$ cat config.mk
export PLATFORM = sky130hd
export DESIGN_NAME = dsr_engine
export DESIGN_NICKNAME = d
export VERILOG_FILES = /design/src/hdl/dsr_pkg.sv /design/src/hdl/dsr_engine.sv
export VERILOG_INCLUDE_DIRS = /design/src /design/src/hdl
export SDC_FILE = /design/constraint.sdc
export NUM_CORES = 1
export LEC_CHECK = 0
export BUFFER_PORTS_ARGS = -buffer_cell sky130_fd_sc_hd__buf_4
export CORE_MARGIN = 10
export CORE_UTILIZATION = 44
export CTS_BUF_LIST = sky130_fd_sc_hd__clkbuf_4 sky130_fd_sc_hd__clkbuf_8
export DETAILED_ROUTE_END_ITERATION = 8
export PLACE_DENSITY_LB_ADDON = 0.2
export SLEW_MARGIN = 5
export SYNTH_ARGS = -nofsm -noshare
export SYNTH_HDL_FRONTEND = slang
export SYNTH_SLANG_ARGS = --single-unit
$ cat constraint.sdc
create_clock -name ref_clk -period 8.6 [get_ports ref_clk]
set_clock_uncertainty 0.05 [all_clocks]
set_input_delay 1.72 -clock ref_clk [delete_from_list [all_inputs] [get_ports ref_clk]]
set_output_delay 1.72 -clock ref_clk [all_outputs]
set_load 0.01 [all_outputs]
$ cat src/hdl/dsr_consts.svh
// constants for the disk sector read engine: opcodes, field positions, status bits
// assumes inclusion by the engine only; the package does not include it
`ifndef DSR_CONSTS_SVH
`define DSR_CONSTS_SVH
`define DSR_OP_READ 5'h06
`define DSR_OP_READ_DEL 5'h0c
`define DSR_OP_SETTRK 8'h21
`define DSR_OP_SETTRK_MASK 8'hbf
`define DSR_PARAM_COUNT 4'h8
`define DSR_BIT_MULTI 7
`define DSR_BIT_SKIP 5
`define DSR_BIT_IPS 7
`define DSR_BIT_HEAD 2
`define DSR_BIT_RW 6
`define DSR_BIT_MSB 2
`define DSR_S0_INVALID 8'h80
`define DSR_S0_ABNORMAL 8'h40
`define DSR_S1_EOT 7
`define DSR_S1_CRC 5
`define DSR_S1_NODATA 2
`define DSR_S2_CTRLMARK 6
`define DSR_S2_CRC 5
`define DSR_S2_WRONGTRK 4
`define DSR_S2_BADTRK 1
`define DSR_BADTRK_VAL 8'hff
`define DSR_SHORT_SECTOR 14'h0080
`define DSR_MAX_SIZE_CODE 3'h6
`define DSR_SETTLE_DEFAULT 8'h08
`endif

$ cat src/hdl/dsr_pkg.sv
// types shared by the disk sector read engine
// assumes dsr_consts.svh holds all numeric constants
package dsr_pkg;
  typedef enum logic [3:0] {
    DSR_IDLE = 4'b0000,
    DSR_PARAM = 4'b0001,
    DSR_SEEK = 4'b0010,
    DSR_SETTLE = 4'b0011,
    DSR_SEARCH = 4'b0100,
    DSR_DATA = 4'b0101,
    DSR_NEXT = 4'b0110,
    DSR_RESULT = 4'b0111
  } dsr_state_t;
  typedef enum logic [1:0] {
    DSR_CMD_READ = 2'b00,
    DSR_CMD_SETTRK = 2'b01,
    DSR_CMD_INVALID = 2'b10
  } dsr_cmd_t;
endpackage

$ cat src/hdl/dsr_engine.sv
// sector read command engine: parameter intake, implied seek, search, transfer, results
// assumes header/data-field decode, seek stepping and settle tick come from drive-side logic
// on the same clock; the transfer-end pin arrives asynchronously and is synchronised here.
//
// Function
// - after each sector the sector number increments and the next is searched.
// - multi-side reads side zero to last sector, then side one from sector one.
// - in dma mode reading continues sector after sector until transfer end.
// - going past last sector of track stops with end-of-track error.
// - size codes 0..6 decode to 128 shifted left by the code.
// - size code zero transfers data length bytes but reads whole 128-byte sector.
// - implied seek when mode and command flags both set seeks to parameter track.
// - after implied seek, wait head settle time before searching.
// - target matched on track, head, sector and size against header bytes.
// - header crc error on match sets status one bit 5, abnormal end.
// - sector not found sets status one bit 2, abnormal end.
// - header track ff sets status two bit 1; other track mismatch sets bit 4.
// - deleted mark with skip set: no transfer, status two bit 6, continue.
// - deleted mark with skip clear: transfer, set control mark, normal end.
// - data crc error sets bit 5 of status one and two, abnormal end.
// - a data write while stalled aborts the command into result phase.
// - interrupt at end of execution; error results name the sector in progress.
// - normal-end result id follows the multi-side and head end-of-track table.
// - set-track writes present track when direction bit is one, else returns it.
// - set-track byte-select bit picks upper byte when one, lower otherwise.
//
// The implementer's own choices: the strobe-only data port, with no register addresses.
`timescale 1ns/1ps
`include "dsr_consts.svh"
module dsr_engine (
  input wire logic ref_clk, // 125 MHz system clock
  input wire logic reset_n, // asynchronous reset, active low
  input wire logic dataWrite, // host writes data register
  input wire logic dataRead, // host reads data register
  input wire logic [7:0] dataIn, // host write byte
  output logic [7:0] dataOut, // host read byte, one cycle after read
  output logic resultReady, // result bytes waiting
  output logic irq, // execution phase ended
  input wire logic implied_seek_enable, // mode-level implied seek
  input wire logic [7:0] settleTicks, // head settle, in settle ticks
  input wire logic settleTick, // one-cycle time base pulse
  input wire logic transfer_end_input, // asynchronous transfer end pin
  output logic seekReq, // pulse: seek to seekTrack
  output logic [7:0] seekTrack, // target track of implied seek
  input wire logic seekDone, // seek complete pulse
  output logic searchReq, // level: looking for headers
  input wire logic hdrValid, // pulse: header decoded
  input wire logic [7:0] hdrTrack, // header track byte
  input wire logic [7:0] hdrHead, // header head byte
  input wire logic [7:0] hdrSector, // header sector byte
  input wire logic [7:0] hdrSize, // header size byte
  input wire logic hdrCrcErr, // header crc bad
  input wire logic notFound, // pulse: revolutions exhausted
  input wire logic dataMark, // pulse: data mark seen
  input wire logic deletedMark, // data mark is deleted
  input wire logic rdByteValid, // pulse: disk data byte
  input wire logic [7:0] rdByte, // disk data byte
  input wire logic dataCrcErr, // pulse: data field crc bad
  input wire logic dataCrcOk, // pulse: data field crc good
  output logic readFieldReq, // level: read current data field
  output logic xferValid, // pulse: byte toward host
  output logic [7:0] xferByte, // byte toward host
  output logic head_select // head in use
);
  import dsr_pkg::*;
  // ***************
  // helpers
  // ***************
  // field size from code; codes past 6 clamp to the largest
  function automatic logic [13:0] sizeBytes(input logic [7:0] code);
    logic [2:0] c;
    c = (code > {5'h00, `DSR_MAX_SIZE_CODE}) ? `DSR_MAX_SIZE_CODE : code[2:0];
    sizeBytes = `DSR_SHORT_SECTOR << c;
  endfunction
  // ***************
  // state
  // ***************
  dsr_state_t state_q, state_d;
  dsr_cmd_t cmd_q;
  logic [7:0] opc_q;
  logic [7:0] prm_q [0:7];
  logic [3:0] prmCnt_q;
  logic [7:0] trk_q, hd_q, sec_q, sz_q, eot_q, dtl_q;
  logic [7:0] st0_q, st1_q, st2_q;
  logic [15:0] ptn_q;
  logic [13:0] byteCnt_q;
  logic [7:0] settle_q;
  logic [2:0] resIdx_q, resLen_q;
  logic finalSec_q;
  logic tcMeta_q, tcSync_q, tcSeen_q;
  logic [7:0] dataOut_q;
  logic irq_q, seekReq_q, xferValid_q;
  logic [7:0] xferByte_q;
  // transfer end pin synchroniser
  always_ff @(posedge ref_clk or negedge reset_n) begin
    if (!reset_n) begin
      tcMeta_q <= 1'b0;
      tcSync_q <= 1'b0;
    end else begin
      tcMeta_q <= transfer_end_input;
      tcSync_q <= tcMeta_q;
    end
  end
  // ***************
  // decode
  // ***************
  wire isReadOp = (dataIn[4:0] == `DSR_OP_READ) || (dataIn[4:0] == `DSR_OP_READ_DEL);
  wire isSetTrk = (dataIn & `DSR_OP_SETTRK_MASK) == `DSR_OP_SETTRK;
  wire readDelCmd = (opc_q[4:0] == `DSR_OP_READ_DEL);
  wire multiSide = opc_q[`DSR_BIT_MULTI];
  wire skipFlag = opc_q[`DSR_BIT_SKIP];
  wire cmdIps = prm_q[0][`DSR_BIT_IPS];
  wire lastPrm = dataWrite && (prmCnt_q == (`DSR_PARAM_COUNT - 4'h1));
  // header compare over all four id bytes
  wire hdrMatch = (hdrTrack == trk_q) && (hdrHead == hd_q) && (hdrSector == sec_q)
    && (hdrSize == sz_q);
  // a mark of the other kind from the one being read is a control mark
  wire ctrlMark = readDelCmd ? !deletedMark : deletedMark;
  wire [13:0] fieldLen = sizeBytes(sz_q);
  wire [13:0] xferLen = (sz_q == 8'h00) ? {6'h00, dtl_q} : fieldLen;
  wire atEot = (sec_q == eot_q);
  wire stalled = (state_q == DSR_SEEK) || (state_q == DSR_SETTLE) || (state_q == DSR_SEARCH);
  wire abortWr = stalled && dataWrite;
  wire settleDone = (settle_q == 8'h00);
  wire stopNow = tcSeen_q || tcSync_q;
  wire resLast = dataRead && (resIdx_q == resLen_q - 3'h1);
  // ***************
  // sequencer
  // ***************
  always_comb begin
    state_d = state_q;
    unique case (state_q)
      DSR_IDLE: begin
        if (dataWrite) begin
          state_d = (isReadOp || isSetTrk) ? DSR_PARAM : DSR_RESULT;
        end
      end
      DSR_PARAM: begin
        if (cmd_q == DSR_CMD_SETTRK && dataWrite && prmCnt_q == 4'h1) begin
          state_d = DSR_RESULT;
        end else if (lastPrm) begin
          state_d = (implied_seek_enable && cmdIps) ? DSR_SEEK : DSR_SEARCH;
        end
      end
      DSR_SEEK: state_d = abortWr ? DSR_RESULT : (seekDone ? DSR_SETTLE : DSR_SEEK);
      DSR_SETTLE: state_d = abortWr ? DSR_RESULT : (settleDone ? DSR_SEARCH : DSR_SETTLE);
      DSR_SEARCH: begin
        if (abortWr || notFound) begin
          state_d = DSR_RESULT;
        end else if (hdrValid && hdrMatch) begin
          state_d = hdrCrcErr ? DSR_RESULT : DSR_DATA;
        end
      end
      DSR_DATA: begin
        if (dataCrcErr) begin
          state_d = DSR_RESULT;
        end else if (dataCrcOk) begin
          state_d = DSR_NEXT;
        end
      end
      DSR_NEXT: begin
        // a normal-end control mark or transfer end or past-track stops here
        if (stopNow || finalSec_q || (atEot && !(multiSide && hd_q[0] == 1'b0))) begin
          state_d = DSR_RESULT;
        end else begin
          state_d = DSR_SEARCH;
        end
      end
      DSR_RESULT: state_d = resLast ? DSR_IDLE : DSR_RESULT;
      default: state_d = DSR_IDLE;
    endcase
  end
  // ***************
  // datapath
  // ***************
  // parameter capture, id advance and status accumulation
  always_ff @(posedge ref_clk or negedge reset_n) begin
    if (!reset_n) begin
      state_q <= DSR_IDLE;
      cmd_q <= DSR_CMD_READ;
      opc_q <= 8'h00;
      for (int i = 0; i < 8; i++) begin
        prm_q[i] <= 8'h00;
      end
      prmCnt_q <= 4'h0;
      trk_q <= 8'h00;
      hd_q <= 8'h00;
      sec_q <= 8'h00;
      sz_q <= 8'h00;
      eot_q <= 8'h00;
      dtl_q <= 8'h00;
      st0_q <= 8'h00;
      st1_q <= 8'h00;
      st2_q <= 8'h00;
      ptn_q <= 16'h0000;
      byteCnt_q <= 14'h0000;
      settle_q <= 8'h00;
      resIdx_q <= 3'h0;
      resLen_q <= 3'h0;
      finalSec_q <= 1'b0;
      tcSeen_q <= 1'b0;
      irq_q <= 1'b0;
      seekReq_q <= 1'b0;
    end else begin
      state_q <= state_d;
      seekReq_q <= 1'b0;
      irq_q <= 1'b0;
      if (state_q != DSR_IDLE && tcSync_q) begin
        tcSeen_q <= 1'b1;
      end
      unique case (state_q)
        DSR_IDLE: begin
          prmCnt_q <= 4'h0;
          resIdx_q <= 3'h0;
          tcSeen_q <= 1'b0;
          finalSec_q <= 1'b0;
          if (dataWrite) begin
            opc_q <= dataIn;
            st0_q <= 8'h00;
            st1_q <= 8'h00;
            st2_q <= 8'h00;
            cmd_q <= isReadOp ? DSR_CMD_READ : (isSetTrk ? DSR_CMD_SETTRK : DSR_CMD_INVALID);
            if (!isReadOp && !isSetTrk) begin
              st0_q <= `DSR_S0_INVALID;
              resLen_q <= 3'h1;
            end
          end
        end
        DSR_PARAM: begin
          if (dataWrite) begin
            prm_q[prmCnt_q[2:0]] <= dataIn;
            prmCnt_q <= prmCnt_q + 4'h1;
          end
          if (cmd_q == DSR_CMD_SETTRK && dataWrite && prmCnt_q == 4'h1) begin
            resLen_q <= 3'h1;
            if (opc_q[`DSR_BIT_RW]) begin
              if (prm_q[0][`DSR_BIT_MSB]) begin
                ptn_q[15:8] <= dataIn;
              end else begin
                ptn_q[7:0] <= dataIn;
              end
            end
          end else if (lastPrm) begin
            trk_q <= prm_q[1];
            hd_q <= prm_q[2];
            sec_q <= prm_q[3];
            sz_q <= prm_q[4];
            eot_q <= prm_q[5];
            dtl_q <= dataIn;
            resLen_q <= 3'h7;
            seekReq_q <= implied_seek_enable && cmdIps;
            settle_q <= settleTicks;
          end
        end
        DSR_SETTLE: begin
          if (settleTick && !settleDone) begin
            settle_q <= settle_q - 8'h01;
          end
        end
        DSR_SEARCH: begin
          byteCnt_q <= 14'h0000;
          if (hdrValid && hdrTrack == `DSR_BADTRK_VAL) begin
            st2_q[`DSR_S2_BADTRK] <= 1'b1;
          end else if (hdrValid && hdrTrack != trk_q) begin
            st2_q[`DSR_S2_WRONGTRK] <= 1'b1;
          end
          if (notFound) begin
            st1_q[`DSR_S1_NODATA] <= 1'b1;
          end
          if (hdrValid && hdrMatch && hdrCrcErr) begin
            st1_q[`DSR_S1_CRC] <= 1'b1;
          end
        end
        DSR_DATA: begin
          if (dataMark && ctrlMark) begin
            st2_q[`DSR_S2_CTRLMARK] <= 1'b1;
            finalSec_q <= !skipFlag;
          end
          if (rdByteValid) begin
            byteCnt_q <= byteCnt_q + 14'h0001;
          end
          if (dataCrcErr) begin
            st1_q[`DSR_S1_CRC] <= 1'b1;
            st2_q[`DSR_S2_CRC] <= 1'b1;
          end
        end
        DSR_NEXT: begin
          // advance the id whether reading on or reporting a normal end
          if (!atEot) begin
            sec_q <= sec_q + 8'h01;
          end else if (!stopNow && !finalSec_q && !(multiSide && hd_q[0] == 1'b0)) begin
            st1_q[`DSR_S1_EOT] <= 1'b1;
          end else begin
            sec_q <= 8'h01;
            if (multiSide && hd_q[0] == 1'b0) begin
              hd_q <= 8'h01;
            end else begin
              trk_q <= trk_q + 8'h01;
              if (multiSide) begin
                hd_q <= 8'h00;
              end
            end
          end
        end
        DSR_RESULT: begin
          resIdx_q <= resIdx_q + {2'h0, dataRead};
        end
        default: ;
      endcase
      // abnormal end whenever a status-one error bit has been raised; idle excluded so a
      // stale read code cannot flag an invalid opcode as a read ending
      if (state_d == DSR_RESULT && state_q != DSR_RESULT && state_q != DSR_IDLE
          && cmd_q == DSR_CMD_READ) begin
        irq_q <= 1'b1;
        if (st1_q != 8'h00 || notFound || dataCrcErr || (hdrValid && hdrMatch && hdrCrcErr)
            || (state_q == DSR_NEXT && atEot && !stopNow && !finalSec_q
            && !(multiSide && hd_q[0] == 1'b0))) begin
          st0_q <= `DSR_S0_ABNORMAL | {5'h00, hd_q[0], prm_q[0][1:0]};
        end
      end
    end
  end
  // ***************
  // host output and transfer
  // ***************
  wire [7:0] resByte = (cmd_q == DSR_CMD_INVALID) ? st0_q :
    (cmd_q == DSR_CMD_SETTRK) ? (prm_q[0][`DSR_BIT_MSB] ? ptn_q[15:8] : ptn_q[7:0]) :
    (resIdx_q == 3'h0) ? st0_q : (resIdx_q == 3'h1) ? st1_q : (resIdx_q == 3'h2) ? st2_q :
    (resIdx_q == 3'h3) ? trk_q : (resIdx_q == 3'h4) ? hd_q : (resIdx_q == 3'h5) ? sec_q : sz_q;
  // control-mark fields skipped under the skip flag are read for crc but never passed on
  wire passByte = (state_q == DSR_DATA) && rdByteValid && (byteCnt_q < xferLen)
    && !(skipFlag && ctrlMark && st2_q[`DSR_S2_CTRLMARK]) && !tcSeen_q;
  always_ff @(posedge ref_clk or negedge reset_n) begin
    if (!reset_n) begin
      dataOut_q <= 8'h00;
      xferValid_q <= 1'b0;
      xferByte_q <= 8'h00;
    end else begin
      dataOut_q <= (dataRead && state_q == DSR_RESULT) ? resByte : 8'h00;
      xferValid_q <= passByte;
      xferByte_q <= passByte ? rdByte : xferByte_q;
    end
  end
  assign dataOut = dataOut_q;
  assign resultReady = (state_q == DSR_RESULT);
  assign irq = irq_q;
  assign seekReq = seekReq_q;
  assign seekTrack = trk_q;
  assign searchReq = (state_q == DSR_SEARCH);
  assign readFieldReq = (state_q == DSR_DATA);
  assign xferValid = xferValid_q;
  assign xferByte = xferByte_q;
  assign head_select = hd_q[0];
  // ***************
  // checks
  // ***************
  property p_abort;
    @(posedge ref_clk) disable iff (!reset_n) abortWr |=> resultReady;
  endproperty
  a_abort: assert property (p_abort) else $error("write while stalled did not abort");
  property p_notfound;
    @(posedge ref_clk) disable iff (!reset_n)
      (state_q == DSR_SEARCH && notFound && !dataWrite) |=> st1_q[`DSR_S1_NODATA] && resultReady;
  endproperty
  a_notfound: assert property (p_notfound) else $error("missing sector not flagged");
  property p_datacrc;
    @(posedge ref_clk) disable iff (!reset_n)
      (state_q == DSR_DATA && dataCrcErr) |=> st1_q[`DSR_S1_CRC] && st2_q[`DSR_S2_CRC];
  endproperty
  a_datacrc: assert property (p_datacrc) else $error("data crc bits not set");
  property p_irq;
    @(posedge ref_clk) disable iff (!reset_n)
      (cmd_q == DSR_CMD_READ && state_q != DSR_IDLE && !resultReady ##1 resultReady) |-> irq;
  endproperty
  a_irq: assert property (p_irq) else $error("no interrupt at execution end");
  property p_secinc;
    @(posedge ref_clk) disable iff (!reset_n)
      (state_q == DSR_NEXT && !atEot) |=> sec_q == $past(sec_q) + 8'h01;
  endproperty
  a_secinc: assert property (p_secinc) else $error("sector did not advance");
  property p_invalid;
    @(posedge ref_clk) disable iff (!reset_n)
      (state_q == DSR_IDLE && dataWrite && !isReadOp && !isSetTrk) |=> resultReady
      && st0_q == `DSR_S0_INVALID && resLen_q == 3'h1;
  endproperty
  a_invalid: assert property (p_invalid) else $error("invalid opcode not reported");
  property p_xferlen;
    @(posedge ref_clk) disable iff (!reset_n) xferValid |-> $past(byteCnt_q) < $past(xferLen);
  endproperty
  a_xferlen: assert property (p_xferlen) else $error("byte passed beyond length");
  property p_side;
    @(posedge ref_clk) disable iff (!reset_n)
      (state_q == DSR_NEXT && atEot && multiSide && hd_q == 8'h00 && !stopNow && !finalSec_q)
      |=> head_select && sec_q == 8'h01 && state_q == DSR_SEARCH;
  endproperty
  a_side: assert property (p_side) else $error("side change wrong");
endmodule

==> summary.md, run 1 <==
| Metric | Value |
|---|---|
| Most common cell after layout, fill and taps aside | dfrtp_1 |
| WHS Path Cells | 0 |
| #FFs+latches synth | 191 |
| Mux cell area share after synthesis | 10.7% |
| Post-synthesis adder-cell area fraction | 2.92% |
| Number of remaining DRC errors | 0 |
| First-pass GRT wire length | 44.5 mm |
| Status | finished, final reports clean |
| Most frequent cells in the layout | dfrtp_1 (191), nand2_1 (182), buf_4 (106), nor2_1 (74), mux2_2 (72) |
| Die Ht | 170 um |
| Compound-Gate Fraction of Synth Area | 10.7% |
| Gate Count Post-Synth | just over 1,000 |
| Top_reg_cell synth | dfrtp_1 |
| Vias in the first global route | approximately 8,000 |
| Worst slew margin | between 10% and 20% |
| Die Footprint | 28,800 sq um |
| CP Launch Type | flop |
| Distinct cells, synth | 62 |
| Hold Path Class | flop to flop |
| Synth warn | 0 |
| CTS tree | yes |
| Arrival @ worst endpoint | 2.37 ns |
| Post-Synth Simple-Gate Area | roughly a fifth |
| R2R Path End | xferByte[6] |
| Hold Path Origin | tcMeta_q |
| H-tree levels | 4 |
| Register area | 4780 sq um |
| Share of cells above drive strength 1 | 20.4% |
| Clock root cell | clkbuf_8 |
| DR vias | 7,909 |
| Die X | 170 um |
| # nets final | 1,187 |
| # hold bufs at CTS | 0 |
| RSZ-0062 raised after global routing | no |
| Worst-path clk slew | 0.10 ns |
| Drt wl/cell | a little over 20 um |
| Setup violators final | 0 |
| GRT Residual Overflow | 0 |
| 1st-pass router iterations | 5 |
| Max clock buf depth | 2 |
| Max Fclk | 241 MHz |
| Worst R2R Start | sz_q[1] |
| Largest family of logic cells by synthesized area | simple AND/OR/NAND/NOR gates |
| Leakage power | ~5.3 nW |
| Fin. Hold Viols | 0 |
| Number of DRC markers in iteration 0 | 897 |
| Area of the multi-input gates | 4780 sq um |
| Final Cell Area | 11,200 sq um |
| Worst R2R Setup Slack | 4.96 ns |
| WP data required | 6.83 ns |
| Diodes inserted | 0 |
| Area after DPL | roughly 11,000 sq um |
| Clock Latency Late Sink | 0.48 ns |
| Post-DP HPWL | about 20 mm |
| Core box area | 22,000 sq um |
| Worst-path fanout max | 19 |
| Port bufs | 102 |
| Setup bufs post-CTS | 0 |
| Ports | 103 |
| CTS Buf Count | 17 |
| Total wire length | between 20 and 30 mm |
| Slew Viols, Final | 0 |
| FFs w/ async S/R, synth | between 90% and 100% |
| Period utilisation layout | roughly half |
| All-layer global routing usage | around a fifth |
| FF-to-FF path depth | 10 |
| Number of cell rows | 54 |
| Syn Area/Cell | a little under 10 sq um |
| Seq/Total Area, Yosys | 48.5% |
| XOR/XNOR Fraction of Synth Area | 5.15% |
| Critical path endpoint category | output port |
| Final min period | 4.14 ns |
| Vias per inst | 5.71 |
| Worst Hold Endpoint | tcSync_q |
| Post-Syn Nets | 1,118 |
| Crit path kind | flop to output port |
| Post-Route Setup TNS | 0 ns |
| Resize count post-CTS | 0 |
| Fillcell total | 2,059 |
| Area Growth Syn to Fin | 14.0% |
| Tightest Pin Transition | ~1.3 ns |
| Routability cong. | 0.913 |
| Max-cap violations | 0 |
| Power per cell area | 220 nW/um^2 |
| Initial core utilization | between 40% and 50% |
| Post-synth EDFFs | 0 |
| Cell area after synthesis | just under 10,000 sq um |
| VDD IR max | 0.124 mV |
| Initial antenna violation count | 0 |
| Post-route ant nets | 0 |
| Largest net degree at the start of global routing | about 130 |
| Clk sinks | about 190 |
## cell usage after synthesis (all sizes together) (3+ instances only)
| cell type | instances | share of area (%) |
|---|---|---|
| dfrtp | 191 | 48 |
| nand2 | 182 | 6.9 |
| nor2 | 75 | 2.9 |
| mux2 | 72 | 8.2 |
| o21ai | 69 | 3.5 |
| a21oi | 54 | 2.9 |
| clkbuf | 52 | 2.0 |
| xnor2 | 42 | 3.7 |
| nand3 | 35 | 1.8 |
| nand4 | 24 | 1.5 |
| ha | 23 | 2.9 |
| inv | 21 | 0.80 |
| mux2i | 20 | 2.0 |
| nor3 | 16 | 0.81 |
| xor2 | 16 | 1.4 |
| and3 | 13 | 0.82 |
| nor4 | 12 | 0.91 |
| o211ai | 11 | 0.89 |
| a211oi | 7 | 0.58 |
| nor2b | 6 | 0.38 |
| a22oi | 5 | 0.38 |
| a31oi | 5 | 0.32 |
| buf | 5 | 0.29 |
| nand2b | 5 | 0.32 |
| nor3b | 5 | 0.38 |
| or4 | 4 | 0.34 |
| a21o | 3 | 0.23 |
| a22o | 3 | 0.27 |
| nor4b | 3 | 0.27 |
| nor4bb | 3 | 0.30 |
| o22ai | 3 | 0.19 |
| o2bb2ai | 3 | 0.27 |
| or3 | 3 | 0.19 |
## cell families after synthesis
kind of cell | Yosys count
other cells | 1
compound gates | 177
xor+xnor | 58
fa+ha+maj | 23
mux | 94
simple gates | 399
flops | 191
buf+inv | 80
## critical path: stages, from the launching register on
cell	delay, ns
dfrtp_1	0.68
nor2_1	0.11
nand3_1	0.17
clkinv_1	0.56
buf_4	0.37
## where the power goes
part           total, mW  internal [mW]  switching [mW]
Sequential          1.26           1.05           0.216
Combinational      0.561          0.261           0.300
Clock              0.649          0.275           0.374
Total               2.47           1.58           0.890
## metrics by stage
step	setup WS [ns]	hold slack, ns	std cells	power, mW	utilization (%)
6_report	4.46	0.316	1385	2.47	51.2
4_1_cts	4.46	0.321	1385	2.48	51.2
5_1_grt	4.33	0.332	1385	2.62	51.2
3_5_place_dp	4.36	0.286	1353	1.83	49.2
2_1_floorplan	4.93	0.281	1023	1.61	-
3_3_place_gp	4.48	0.292	1353	1.82	49.2
## metal layers
layer / vias to the layer above / GRT usage (%) / part of all wire [%] / wire, um
li1: 3710 / - / - / -
met1: 3853 / 27.1 / 46 / 12800
met2: 312 / 30.2 / 45 / 12600
met3: 34 / 4.84 / 7.5 / 2110
met4: 0 / 5.49 / 2.0 / 559
met5: - / 0 / 0 / 0
## area by class of cell
| type | instances | share of cell area, % |
|---|---|---|
| Multi-Input combinational cell | 752 | 42.5 |
| Sequential cell | 191 | 42.5 |
| Timing Repair Buffer | 107 | 7.20 |
| Tap cell | 280 | 3.12 |
| Clock buffer | 17 | 2.08 |
| Clock inverter | 15 | 1.79 |
| Inverter | 23 | 0.768 |
## how the worst max path moves through the flow
| stage | slack [ns] | from | depth (start not counted) | to |
|---|---|---|---|---|
| floorplan | 4.93 | dataIn[5] | 8 | st0_q[0] |
| global placement | 4.48 | dataWrite | 8 | st0_q[5] |
| detailed placement | 4.36 | dataWrite | 8 | st0_q[4] |
| CTS | 4.46 | state_q[1] | 4 | searchReq |
| global route | 4.33 | state_q[1] | 4 | searchReq |
| finish | 4.46 | state_q[1] | 4 | searchReq |
## registers in the layout (all words and copies together), names as in the netlist, 2 cells and up
signal,flops
hd_q,8
resLen_q,2
xferByte,8
eot_q,8
prmCnt_q,4
st1_q,3
sec_q,8
seekTrack,8
sz_q,8
cmd_q,2
ptn_q,16
state_q,4
byteCnt_q,14
dataOut,8
resIdx_q,3
settle_q,8
st0_q,8
dtl_q,8
st2_q,4
prm_q,43
opc_q,8
No activity file was read; power rests on OpenSTA's default activity.
==> run 2, diff against run 1 <==
==> constraint.sdc (replaced) <==
create_clock -name ref_clk -period 4.3 [get_ports ref_clk]
set_clock_uncertainty 0.05 [all_clocks]
set_input_delay 0.86 -clock ref_clk [delete_from_list [all_inputs] [get_ports ref_clk]]
set_output_delay 0.86 -clock ref_clk [all_outputs]
set_load 0.01 [all_outputs]
==> run 2 against run 1 <==
Sequential share of layout area decreased by 0.17 points. Critical path depth rose by 6. Flip-flop and latch count did not move. Core utilization up 0.21 points. Worst hold slack improved by 0.00066 ns. Count of clock-buffer cells in the layout is 1 higher. Sequential power rose by 99%. Cell count grew 0.72%. Setup slack worse by 3.6 ns. Largest power group unchanged. Highest routed layer unchanged.
==> summary.md, run 2 (synthesis results as in run 1) <==
| Metric | Value |
|---|---|
| Status | finished, final reports clean |
| CP peak stage delay | 0.58 ns |
| Fin. Hold Viols | 0 |
| Max clock buf depth | 2 |
| Worst-path clk slew | 0.10 ns |
| RSZ-0062 raised after global routing | no |
| Worst-path fanout max | 9 |
| Worst slew margin | 36.5% |
| WP data required | roughly 4.6 ns |
| Biggest regs | prm_q x43, ptn_q x16, byteCnt_q x14 |
| Initial antenna violation count | 0 |
| Area Growth Syn to Fin | 14.4% |
| Setup violators final | 0 |
| Die X | 170 um |
| Number of remaining DRC errors | 0 |
| Vias in the first global route | roughly 7,600 |
| Combinational share of power | 23.9% |
| Final min period | ~3.5 ns |
| # nets final | 1,197 |
| Post-DP HPWL | 19.9 mm |
| # hold bufs at CTS | 0 |
| GR Util met2 | 29.4% |
| Clock Latency Late Sink | approximately 0.48 ns |
| Ports | around 100 |
| Internal | 3.13 mW |
| Share of cells above drive strength 1 | 21.1% |
| Max FFs per register | 43 |
| Overall Power | 4.88 mW |
| Vias per inst | 5.65 |
| Die Ht | approximately 170 um |
| Crit path top cell by count | a21o_1 |
| 1st-pass router iterations | 5 |
| Largest net degree at the start of global routing | 99 |
| Number of cell rows | 54 |
| First-pass GRT wire length | 43.6 mm |
| Most common cell after layout, fill and taps aside | dfrtp_1 |
| Worst Path Buf+Inv | 0 |
| Power per cell area | 432 nW/um^2 |
| Register area | 4780 sq um |
| Area of the multi-input gates | 4780 sq um |
| Cell Chain, Critical Path | or4_4 > nor4_4 > nand2_1 > ha_1 > a21o_1 > a21o_1 > a21oi_1 > o211ai_2 > a21oi_4 > mux2_2 |
| Largest Register | prm_q |
| Diodes inserted | 0 |
| Drt wl/cell | 19.9 um |
| Initial core utilization | 44.9% |
| H-tree levels | 4 |
| Critical path endpoint category | flop |
| Post-route ant nets | 0 |
| Slew Viols, Final | 0 |
| Core box area | 22,000 sq um |
| Setup bufs post-CTS | 0 |
| Total wire length | 27.8 mm |
| VDD IR max | 0.194 mV |
| Max Fclk | 287 MHz |
| CTS tree | yes |
| Crit path kind | flop to flop |
| CP Launch Type | flop |
| Global routing usage on met3 | under 10% |
| Worst R2R Start | sz_q[1] |
| GRT Residual Overflow | 0 |
| Setup crit start | sz_q[1] |
| Top delay family on crit path | simple AND/OR/NAND/NOR gates |
| Flop pwr share | between 50% and 60% |
| Place WS | 0.789 ns |
| Hold Path Class | flop to flop |
| Clk sinks | 191 |
| Hold Path Origin | tcMeta_q |
| CP max stage cell | or4_4 |
| Sw Ratio | between 30% and 40% |
| Max-cap violations | 0 |
| Fillcell total | 2,090 |
| Leakage power | 5.30 nW |
| Global-route track usage on met1 | 27.5% |
| Min setup slack post-route | 0.818 ns |
| Routability cong. | between 0.8 and 0.9 |
| Port bufs | 102 |
| Die Footprint | 28,800 sq um |
| Most used routing layer | met2 |
| Period utilisation layout | about 81% |
| Clock root cell | clkbuf_8 |
| Tightest Pin Transition | 0.952 ns |
| Arrival @ worst endpoint | between 3 and 4 ns |
| Number of DRC markers in iteration 0 | about 810 |
| Most frequent cells in the layout | dfrtp_1 (191), nand2_1 (182), buf_4 (115), nor2_1 (74), mux2_2 (72) |
| NetSw | 1.75 mW |
| DR vias | 7,883 |
| Clock share of power | 24.7% |
| Post-Route Setup TNS | 0 ns |
| All-layer global routing usage | between 10% and 20% |
| Resize count post-CTS | 0 |
| CTS Buf Count | 17 |
==> run 2: cell types whose count changed in the layout (fill, tap and decap cells not counted) <==
cell / before / now
inv_6: 4 / 3
clkbuf_8: 18 / 19
clkinv_2: 0 / 2
bufinv_16: 2 / 1
clkinv_4: 4 / 3
nor2_4: 1 / 0
nor2_2: 0 / 1
inv_8: 2 / 3
clkinvlp_4: 0 / 1
buf_12: 0 / 1
clkinv_8: 3 / 1
buf_4: 106 / 115
==> run 2: metal layers <==
metal / up-vias / wire length, um
li1: 3733 / -
met1: 3866 / 13100
met2: 252 / 12400
met3: 32 / 1870
met4: 0 / 439
met5: - / 0
==> run 2: path summary, 6_finish.rpt <==
check | end | slack [ns] | cells past startpoint
min reg2reg | tcSync_q | 0.32 | 0
min in group asynchronous | settle_q[2] | 0.40 | 1
max | xferByte[6] | 0.82 | 10
max in group asynchronous | hd_q[4] | 2.81 | 2
max reg2reg | xferByte[6] | 0.82 | 10
min | tcSync_q | 0.32 | 0
==> run 2: area by class of cell <==
type,instances,share of cell area [%]
clock buffers,18,2.19
inverters,23,0.765
flip-flops and latches,191,42.3
repair buffers,117,7.95
well taps,280,3.10
clock inverters,14,1.33
multi-input cells,752,42.3
==> run 2: power by group through the flow <==
stage          combinational (mW)  sequential, mW  clock, mW
3_3_place_gp                 1.15            2.52          0
5_1_grt                      1.31            2.54       1.30
6_report                     1.17            2.51       1.20
4_1_cts                      1.17            2.49       1.22
3_5_place_dp                 1.16            2.53          0
2_1_floorplan               0.894            2.32          0
==> run 2: through the flow <==
stage	std cells	area (sq um)	util, %	hold WS, ns
2_1_floorplan	1023	9860	-	0.281
3_3_place_gp	1363	10900	49.6	0.285
3_5_place_dp	1363	10900	49.6	0.302
4_1_cts	1395	11300	51.4	0.315
5_1_grt	1395	11300	51.4	0.338
6_report	1395	11300	51.4	0.316
==> run 3, diff against run 2 <==
==> constraint.sdc (replaced) <==
create_clock -name ref_clk -period 2.84 [get_ports ref_clk]
set_clock_uncertainty 0.05 [all_clocks]
set_input_delay 0.568 -clock ref_clk [delete_from_list [all_inputs] [get_ports ref_clk]]
set_output_delay 0.568 -clock ref_clk [all_outputs]
set_load 0.01 [all_outputs]
==> run 3 against run 2 <==
The run now ends with setup timing left. Final area rose by 5.4%. Core utilization rose by 2.8 points. Sequential share of layout area fell by 2.2 points. Die area did not move. Setup slack got worse by 1.0 ns. Combinational power rose by 78%. Count of clock-buffer cells in the layout fell by 1. First-iteration DRC count fell by 0.99%. Clock power rose by 58%. Largest power group unchanged. Highest routed layer unchanged.
==> summary.md, run 3 (synthesis results as in run 1) <==
| Metric | Value |
|---|---|
| Status | finished, violations left |
| Failing checks | setup timing |
| Die Footprint | 28,800 sq um |
| Die X | 170 um |
| Most frequent cells in the layout | dfrtp_1 (191), nand2_1 (180), buf_4 (175), nor2_1 (73), mux2_2 (70) |
| Total wire length | 28.7 mm |
| Leakage power | 5.64 nW |
| Largest net degree at the start of global routing | 63 |
| Number of DRC markers in iteration 0 | 798 |
| Wire length on met3 | around 2 mm |
| Final Util | 54.2% |
| Routability cong. | 0.934 |
| Initial core utilization | 44.9% |
| Core box area | 22,000 sq um |
| Most common cell after layout, fill and taps aside | dfrtp_1 |
| Power per cell area | around 640 nW/um^2 |
| Post-route ant nets | 0 |
| DRT met1 WL | 12.9 mm |
| Critical path endpoint category | flop |
| CP max stage cell | or4_4 |
| Post-DP HPWL | 20.9 mm |
| Period utilisation layout | 107% |
| # hold bufs at CTS | 0 |
| Clock root cell | clkbuf_8 |
| Internal | 4.89 mW |
| WP data required | around 3.2 ns |
| NetSw | approximately 2.7 mW |
| CTS Buf Count | 17 |
| Crit path kind | flop to flop |
| GRT Residual Overflow | 0 |
| Area Growth Syn to Fin | 20.6% |
| Clock Latency Late Sink | 0.48 ns |
| 1st-pass router iterations | 8 |
| CTS tree | yes |
| VDD IR max | slightly above 0.3 mV |
| Diodes inserted | 0 |
| Port bufs | 102 |
| H-tree levels | 4 |
| Cell Chain, Critical Path | or4_4 > nor4_4 > buf_4 > nand2_2 > ha_2 > a21o_1 > a21o_1 > a21oi_2 > o211ai_2 > a21oi_4 > buf_12 > mux2_2 |
| Number of remaining DRC errors | 0 |
| Min setup slack post-route | -0.193 ns |
| Worst-path fanout max | 9 |
| Die Ht | 170 um |
| Slew Viols, Final | 0 |
| Max FFs per register | 43 |
| Vias per inst | 5.62 |
| Combinational share of power | 27.3% |
| Met2 wire len | 13.3 mm |
| Biggest regs | prm_q x43, ptn_q x16, byteCnt_q x14 |
| Initial antenna violation count | 0 |
| CP Launch Type | flop |
| Max-cap violations | 0 |
| Final min period | 3.03 ns |
| Largest Register | prm_q |
| Share of cells above drive strength 1 | 26.4% |
| Area after DPL | about 11,000 sq um |
| Number of cell rows | 54 |
| Final Cell Area | 11,900 sq um |
| Drt wl/cell | around 20 um |
| CP peak stage delay | 0.55 ns |
| RSZ-0062 raised after global routing | yes |
| Highest routed layer | met4 |
| Hold Path Class | primary input to asynchronous set/reset pin |
| DR vias | 8,191 |
| All-layer global routing usage | 19.8% |
| Setup violators final | 8 |
| Clock share of power | between 20% and 30% |
| First-pass GRT wire length | 44.8 mm |
| # nets final | 1,259 |
| Worst slew margin | a little under half |
| Tightest Pin Transition | 0.804 ns |
| Clk sinks | 191 |
| Sw Ratio | 35.8% |
| Fin. Hold Viols | 0 |
| Worst-path clk slew | 0.11 ns |
| Crit path top cell by count | a21o_1 |
| Fin cells | 1,457 |
| Ports | 103 |
| Flop pwr share | between 40% and 50% |
| Hold slack | 0.0135 ns |
| Max clock buf depth | 2 |
| Max Fclk | 330 MHz |
| Placed cell count | between 1,000 and 1,500 |
| Vias in the first global route | 8,003 |
| Arrival @ worst endpoint | 3.36 ns |
-- run 3: changes by cell type in the layout (fill, tap and decap cells not counted), sizes merged --
cell    before  now
inv         27   26
clkinv       8   10
buf        116  178
clkbuf      19   18
-- run 3: layout make-up --
cell class	instances	area, sq um
fillers	2030	10100
multi-input cells	752	4860
flip-flops and latches	191	4780
repair buffers	179	1390
well taps	280	350
clock buffers	17	234
clock inverters	15	195
inverters	23	90.1
-- run 3: final timing paths --
check	start	to	slack, ns	cells past startpoint
worst min-delay path	reset_n	settle_q[3]	0.01	1
worst min register to register	tcMeta_q	tcSync_q	0.31	0
worst max register to register	sz_q[1]	xferByte[0]	-0.19	12
max in group asynchronous	reset_n	prm_q[21]	2.01	2
worst max-delay path	sz_q[1]	xferByte[0]	-0.19	12
min in group ref_clk	transfer_end_input	tcMeta_q	0.15	1
-- run 3: power by group through the flow --
| stage | registers, mW | clock network [mW] | logic (mW) |
|---|---|---|---|
| after global routing | 3.70 | 2.05 | 2.31 |
| after detailed placement | 3.68 | 0 | 2.04 |
| final | 3.64 | 1.89 | 2.08 |
| after CTS | 3.63 | 1.95 | 2.05 |
| after floorplan | 3.51 | 0 | 1.35 |
| after global placement | 3.67 | 0 | 2.01 |
-- run 3: worst max-delay path, delay by kind of cell (launching register included) --
kind,cells,cell delay (ns)
and+or+nand+nor,3,0.85
AOI/OAI and AO/OA,5,0.83
DFF,1,0.39
buffers and inverters,2,0.32
muxes,1,0.32
adders and majority gates,1,0.16
-- run 3: through the flow --
stage	TNS, ns	setup slack [ns]	power [mW]
floorplan	-1.70	-0.212	4.87
global placement	-1.26	-0.158	5.68
detailed placement	-1.66	-0.213	5.72
CTS	-1.71	-0.220	7.63
global route	-2.62	-0.335	8.06
finish	-1.48	-0.193	7.61
-- run 3: what timing repair did --
action | in CTS | in global routing
buffers inserted | 0 | 3
pin swaps | 0 | 2
resized for setup | 2 | 12
endpoints found under the setup margin | 8 | 36
hold endpoints to repair | 0 | 0
-- run 3: metal layers --
metal  global-route usage [%]  vias to the layer above
met5                        0                        -
met4                     5.34                        0
met3                     4.09                       33
met2                     31.3                      281
met1                     27.0                     4016
li1                         -                     3861
